File: config.mk
export PLATFORM = sky130hd
export DESIGN_NAME = mcg_clock_ctrl
export DESIGN_NICKNAME = d
export VERILOG_FILES = /design/src/mcg_pkg.sv /design/src/mcg_clock_ctrl.sv /design/src/mcg_gate_seq.sv
export VERILOG_INCLUDE_DIRS = /design/src
export SDC_FILE = /design/constraint.sdc
export NUM_CORES = 1
export LEC_CHECK = 0
export ABC_AREA = 1
export ABC_CLOCK_PERIOD_IN_PS = 1200
export BUFFER_PORTS_ARGS = -buffer_cell sky130_fd_sc_hd__buf_2
export CAP_MARGIN = 20
export CORE_MARGIN = 2
export CORE_UTILIZATION = 30
export DETAILED_ROUTE_END_ITERATION = 8
export PLACE_DENSITY = 0.79
export SLEW_MARGIN = 40
export SYNTH_ARGS = -nofsm -noshare
export SYNTH_HDL_FRONTEND = slang
export SYNTH_SLANG_ARGS = --single-unit
File: constraint.sdc
create_clock -name clk_sys_i -period 1.2 [get_ports clk_sys_i]
set_input_delay 0.36 -clock clk_sys_i [delete_from_list [all_inputs] [get_ports clk_sys_i]]
set_output_delay 0.36 -clock clk_sys_i [all_outputs]
set_load 0.01 [all_outputs]
File: src/mcg_defs.svh
`ifndef MCG_DEFS_SVH
`define MCG_DEFS_SVH
`define MCG_ADDR_CTRL 12'h000
`define MCG_ADDR_WORD 12'h004
`define MCG_BIT_DISREQ 0
`define MCG_BIT_DISSTAT 1
`define MCG_BIT_SLIGN 3
`define MCG_RESET_CTRL 1'b0
`define MCG_RESET_SLIGN 1'b0
`define MCG_ZERO_WORD 32'h0000_0000
`define MCG_VARIANT_FULL 2'h0
`define MCG_VARIANT_NOSLEEP 2'h1
`define MCG_VARIANT_STORE 2'h2
`endif

File: src/mcg_pkg.sv
`default_nettype none
package mcg_pkg;
  typedef enum logic [2:0] {
    MCG_RUN = 3'b001,
    MCG_GATING = 3'b010,
    MCG_OFF = 3'b100
  } mcg_state_t;
endpackage
`default_nettype wire

File: src/mcg_clock_ctrl.sv
// Chosen here: the address map and the APB interface to the registers.
`timescale 1ns/100ps
`default_nettype none
`include "mcg_defs.svh"
module mcg_clock_ctrl
  import mcg_pkg::*;
#(
  parameter logic [1:0] VARIANT = `MCG_VARIANT_FULL
) (
  input wire logic clk_sys_i,
  input wire logic reset_n_i,
  input wire logic psel_i,
  input wire logic penable_i,
  input wire logic pwrite_i,
  input wire logic [11:0] paddr_i,
  input wire logic [31:0] pwdata_i,
  input wire logic [3:0] pstrb_i,
  output logic [31:0] prdata_o,
  output logic pready_o,
  output logic pslverr_o,
  input wire logic sleep_req_i,
  output logic clk_en_o,
  output logic sleep_o,
  output logic disabled_o
);
  logic disreq_q;
  logic disreq_d;
  logic slign_q;
  logic slign_d;
  logic [31:0] rdata_q;
  logic [31:0] rdata_d;
  logic gate_en;
  logic off_stat;
  logic wr_acc;
  logic rd_acc;
  logic hit;

  // bit 3 only exists where the variant keeps it
  function automatic logic slign_exists(input logic [1:0] v);
    slign_exists = (v != `MCG_VARIANT_NOSLEEP);
  endfunction

  assign hit = (paddr_i == `MCG_ADDR_CTRL);
  assign wr_acc = psel_i && penable_i && pwrite_i && hit && pstrb_i[0];
  assign rd_acc = psel_i && !penable_i && !pwrite_i;

  always_comb begin
    disreq_d = disreq_q;
    slign_d = slign_q;
    rdata_d = rdata_q;
    if (wr_acc) begin
      disreq_d = pwdata_i[`MCG_BIT_DISREQ];
      if (slign_exists(VARIANT)) begin
        slign_d = pwdata_i[`MCG_BIT_SLIGN];
      end
    end
    // read data latched in setup, returned in the zero-wait access phase
    if (rd_acc) begin
      rdata_d = `MCG_ZERO_WORD;
      if (paddr_i == `MCG_ADDR_CTRL) begin
        rdata_d[`MCG_BIT_DISREQ] = disreq_q;
        rdata_d[`MCG_BIT_DISSTAT] = off_stat;
        rdata_d[`MCG_BIT_SLIGN] = slign_exists(VARIANT) ? slign_q : 1'b0;
      end
    end
  end

  always_ff @(posedge clk_sys_i or negedge reset_n_i) begin
    if (!reset_n_i) begin
      disreq_q <= `MCG_RESET_CTRL;
      slign_q <= `MCG_RESET_SLIGN;
      rdata_q <= `MCG_ZERO_WORD;
    end else begin
      disreq_q <= disreq_d;
      slign_q <= slign_d;
      rdata_q <= rdata_d;
    end
  end

  mcg_gate_seq u_seq (
    .clk_sys_i(clk_sys_i),
    .reset_n_i(reset_n_i),
    .off_req_i(disreq_q),
    .clk_en_o(gate_en),
    .off_stat_o(off_stat)
  );

  assign prdata_o = rdata_q;
  assign pready_o = 1'b1;
  assign pslverr_o = psel_i && penable_i && !hit;
  assign clk_en_o = gate_en;
  assign disabled_o = off_stat;
  // sleep is combinational so the request reaches the module without delay
  assign sleep_o = sleep_req_i && (VARIANT == `MCG_VARIANT_FULL) && !slign_q;
endmodule // mcg_clock_ctrl
`default_nettype wire

File: src/mcg_gate_seq.sv
`timescale 1ns/100ps
`default_nettype none
`include "mcg_defs.svh"
module mcg_gate_seq
  import mcg_pkg::*;
(
  input wire logic clk_sys_i,
  input wire logic reset_n_i,
  input wire logic off_req_i,
  output logic clk_en_o,
  output logic off_stat_o
);
  mcg_state_t state_q;
  mcg_state_t state_d;

  always_comb begin
    state_d = state_q;
    case (state_q)
      MCG_RUN: begin
        if (off_req_i) begin
          state_d = MCG_GATING;
        end
      end
      // gate first, report one cycle later so status never precedes the stop
      MCG_GATING: begin
        state_d = off_req_i ? MCG_OFF : MCG_RUN;
      end
      MCG_OFF: begin
        if (!off_req_i) begin
          state_d = MCG_RUN;
        end
      end
      default: begin
        state_d = MCG_RUN;
      end
    endcase
  end

  always_ff @(posedge clk_sys_i or negedge reset_n_i) begin
    if (!reset_n_i) begin
      state_q <= MCG_RUN;
    end else begin
      state_q <= state_d;
    end
  end

  assign clk_en_o = (state_q == MCG_RUN);
  assign off_stat_o = (state_q == MCG_OFF);
endmodule // mcg_gate_seq
`default_nettype wire

==> results.md <==
Route:
- In the final routed layout, each cell accounts on average for 8.25 um.
- The via-per-instance ratio is between 3 and 4.
- After detailed routing, the total wire length is about 1.3 mm.
- The detailed-routing iteration count for the pre-antenna-repair pass is 2.
- The count of vias placed by the detailed router is 584.
- The detail route stage leaves a number of antenna-violating nets equal to 0.
- The remaining design rule violation count is 0.
- The violation count after the first detailed-routing iteration is 2.

Worst setup path:
- The worst setup path is launched from a flop.
- Of all nets on the critical path, the largest fanout is 2.
- At the worst endpoint, the required time is approximately 0.84 ns.
- STA classifies the critical path endpoint as a primary output.
- At the worst endpoint, the arrival time is 1.05 ns.
- The worst setup path category is reg -> out.

Floorplan:
- The die is between 50 and 60 um wide.
- The die area is 0.00258 sq mm.
- The starting density of the core is approximately a third.
- The total number of placement rows is 16.
- The total core area is ~0.0020 sq mm.
- The number of placed I/O pins is between 90 and 100.
- Measured along the y axis, the die boundary spans roughly 51 um.

Yosys:
- In the synthesized netlist, the cells that appear most often are buf_4 (30), nand2_1 (14), inv_1 (10).
- The most used flip-flop cell after synthesis is dfrtp_1.
- The synthesized netlist occupies a cell area of 657 sq um.
- The netlist uses 16 different library cells.
- A synthesized cell averages 7.38 sq um.
- The gate count after technology mapping is 89.
- By instance count, the leading cell after synthesis is buf_4.
- The count of state elements after synthesis is 8.
- The area share of the largest cell type after synthesis is 34.3%.
- The synthesized design spends more area on one cell type than any other, namely buf_4.
- Counting flops with a built-in enable in the synthesized netlist gives 0.
- Of all flip-flops after synthesis, the portion carrying an async set or reset was 100%.
- For this run, the number of Yosys warnings is 0.
- Sorting the synthesized cells by area gives the leading types as buf_4 (34%), dfrtp_1 (27%), nand2_1 (8.0%).
- Sequential elements use 30.7% of the synthesized area.

Clock tree:
- The number of clock buffers added by TritonCTS is 3.
- The TritonCTS sink count is 8.
- TritonCTS built the clock tree.
- No sink is reached through more buffers than the 2 on the longest clock path.
- The number of H-tree levels is 1.
- For the worst-skew pair, the clock arrives at the later sink with an insertion delay of 0.26 ns.
- The cell sitting at the root of the clock tree is a clkbuf_4.
- The CTS clock-pin slew for the worst setup and hold paths is 0.05 ns.

Final layout:
- The cell area after layout is 917 sq um.
- The share of layout cells above drive strength 1 is 44.5%.
- The antenna diode count is 0.
- After the last flow step, the layout net total stands at 183.
- The layout overhead on the synthesized area is 39.6%.

Global routing:
- The overflow left after global routing is 0.
- The number of antenna violations at the first check in global routing is 0.
- The via count of the first global-routing pass is 495.
- The maximum number of pins on one net before global-route repair is 9.
- The first global-routing pass estimated 1.95 mm of wire.
- Global routing used 10.4% of the available tracks across all layers.

Run status:
- The run finished, with violations left.
- The final reports fail on negative setup slack.

Placed design:
- In this run the tool buffered the top-level ports with 27 buffer cells.
- The post-place instance area is between 700 and 800 sq um.
- Prior to clock tree synthesis, the placed netlist has a worst setup slack of -0.0989 ns.
- The half-perimeter wire length after detailed placement is 964 um.
- Routability-driven placement finished with a final weighted congestion of a little over 0.7.

STA:
- The final number of hold-violating endpoints was 0.
- For this run, the top clock speed supported by timing is 711 MHz.
- Setup violations remaining at the end of the flow were counted as 5.
- Clock skew on the completed layout was measured at 0.0124 ns.
- Setup repair after global routing could not meet its margin everywhere.
- Adding up every negative setup slack in the final design gives -0.505 ns.
- The max-slew violation count was 0.
- After layout, the worst setup slack is -0.207 ns.
- The post-layout minimum cycle time is 1.41 ns.
- The final worst-path cycle share is 117%.
- The final-layout worst hold slack is 0.365 ns.

Worst hold path:
- The worst min-delay path class is in -> reg.

Power and ir drop:
- IR analysis of the VDD net gives a maximum drop of about 0.34 mV.
- The power density over cell area is 687 mW/mm^2.
- For this design the static power due to leakage is 0.000505 uW.

Flow run:
- Across the run, the number of max-cap violations was 0.
-- kinds of logic (layout without fill, tap and decap cells) --
kind of cell	Yosys count	after routing	share of synthesized area, %
flops	8	8	30.7
other cells	2	30	1.14
compound gates	6	6	4.76
buf+inv	40	51	40.0
simple gates	33	33	23.4
-- cell usage in the layout, fill, tap and decap left out --
| master | count |
|---|---|
| dfrtp_1 | 7 |
| o21ai_2 | 1 |
| inv_2 | 2 |
| buf_2 | 20 |
| nor3_2 | 1 |
| a21oi_2 | 1 |
| o21ai_1 | 2 |
| a21oi_1 | 1 |
| nand2_2 | 4 |
| buf_6 | 9 |
| nor2_4 | 5 |
| nor2_1 | 5 |
| buf_4 | 7 |
| clkbuf_4 | 3 |
| nand2_1 | 11 |
| nand3_2 | 2 |
| inv_1 | 8 |
| a31oi_1 | 1 |
| conb_1 | 30 |
| dlygate4sd3_1 | 1 |
| nand4_1 | 2 |
| dfstp_2 | 1 |
| clkbuf_1 | 1 |
| and2_4 | 1 |
| nand3_1 | 2 |
-- repair_timing --
action / 4_1_cts / 5_1_grt
pin swaps: 8 / 8
hold buffers: 1 / 0
endpoints found under the hold margin: 7 / 0
setup buffers: 2 / 2
setup endpoints to repair: 4 / 4
gates resized for setup: 7 / 20
-- path summary, 6_finish.rpt --
check / start / to / slack [ns] / cells past startpoint
min in group asynchronous: reset_n_i / u_seq.state_q[2]$_DFFE_PN0P_ / 0.47 / 2
hold reg to reg: prdata_o[3]$_DFFE_PN0P_ / prdata_o[3]$_DFFE_PN0P_ / 0.49 / 2
max in group asynchronous: reset_n_i / u_seq.state_q[0]$_DFFE_PN1P_ / 0.48 / 2
hold / removal: pwdata_i[0] / disreq_q$_DFFE_PN0P_ / 0.36 / 3
setup reg to reg: u_seq.state_q[0]$_DFFE_PN1P_ / prdata_o[1]$_DFFE_PN0P_ / -0.01 / 8
setup / recovery: u_seq.state_q[0]$_DFFE_PN1P_ / disabled_o / -0.21 / 4
-- stage by stage --
stage               utilization, %  std cells  power (uW)
finish                        45.4        155         630
global route                  45.4        155         673
CTS                           40.6        153         617
detailed placement            36.8        146         378
global placement              36.8        146         376
floorplan                        -        117         407
-- flip-flops by register name (all words and copies together) (netlist names) --
register and flops:
disreq_q 1, prdata_o 3, slign_q 1, u_seq.state_q 3
-- worst max-delay path, stage by stage (launching register included) --
cell and delay [ns]:
dfstp_2 0.54, inv_2 0.04, nand3_2 0.06, inv_2 0.04, buf_6 0.11
-- power by group --
part	internal, uW	switching (uW)
combinational	53.0	82.3
sequential	270	0.0625
clock	127	96.7
total	451	179
-- cell type report --
class                      count  area [sq um]
sequential                     8           201
clock buffer                   4          26.3
tap                           27          33.8
inverter                      10          37.5
timing repair buffer          37           264
fill                         208          1100
multi-input combinational     69           354
-- metal layers --
| metal | global-route usage (%) | part of all wire, % |
|---|---|---|
| met5 | 0 | 0 |
| met4 | 5.41 | 1.6 |
| met3 | 4.76 | 9.9 |
| met2 | 16.9 | 52 |
| met1 | 11.4 | 37 |
Power figures use the tool's default switching activity.
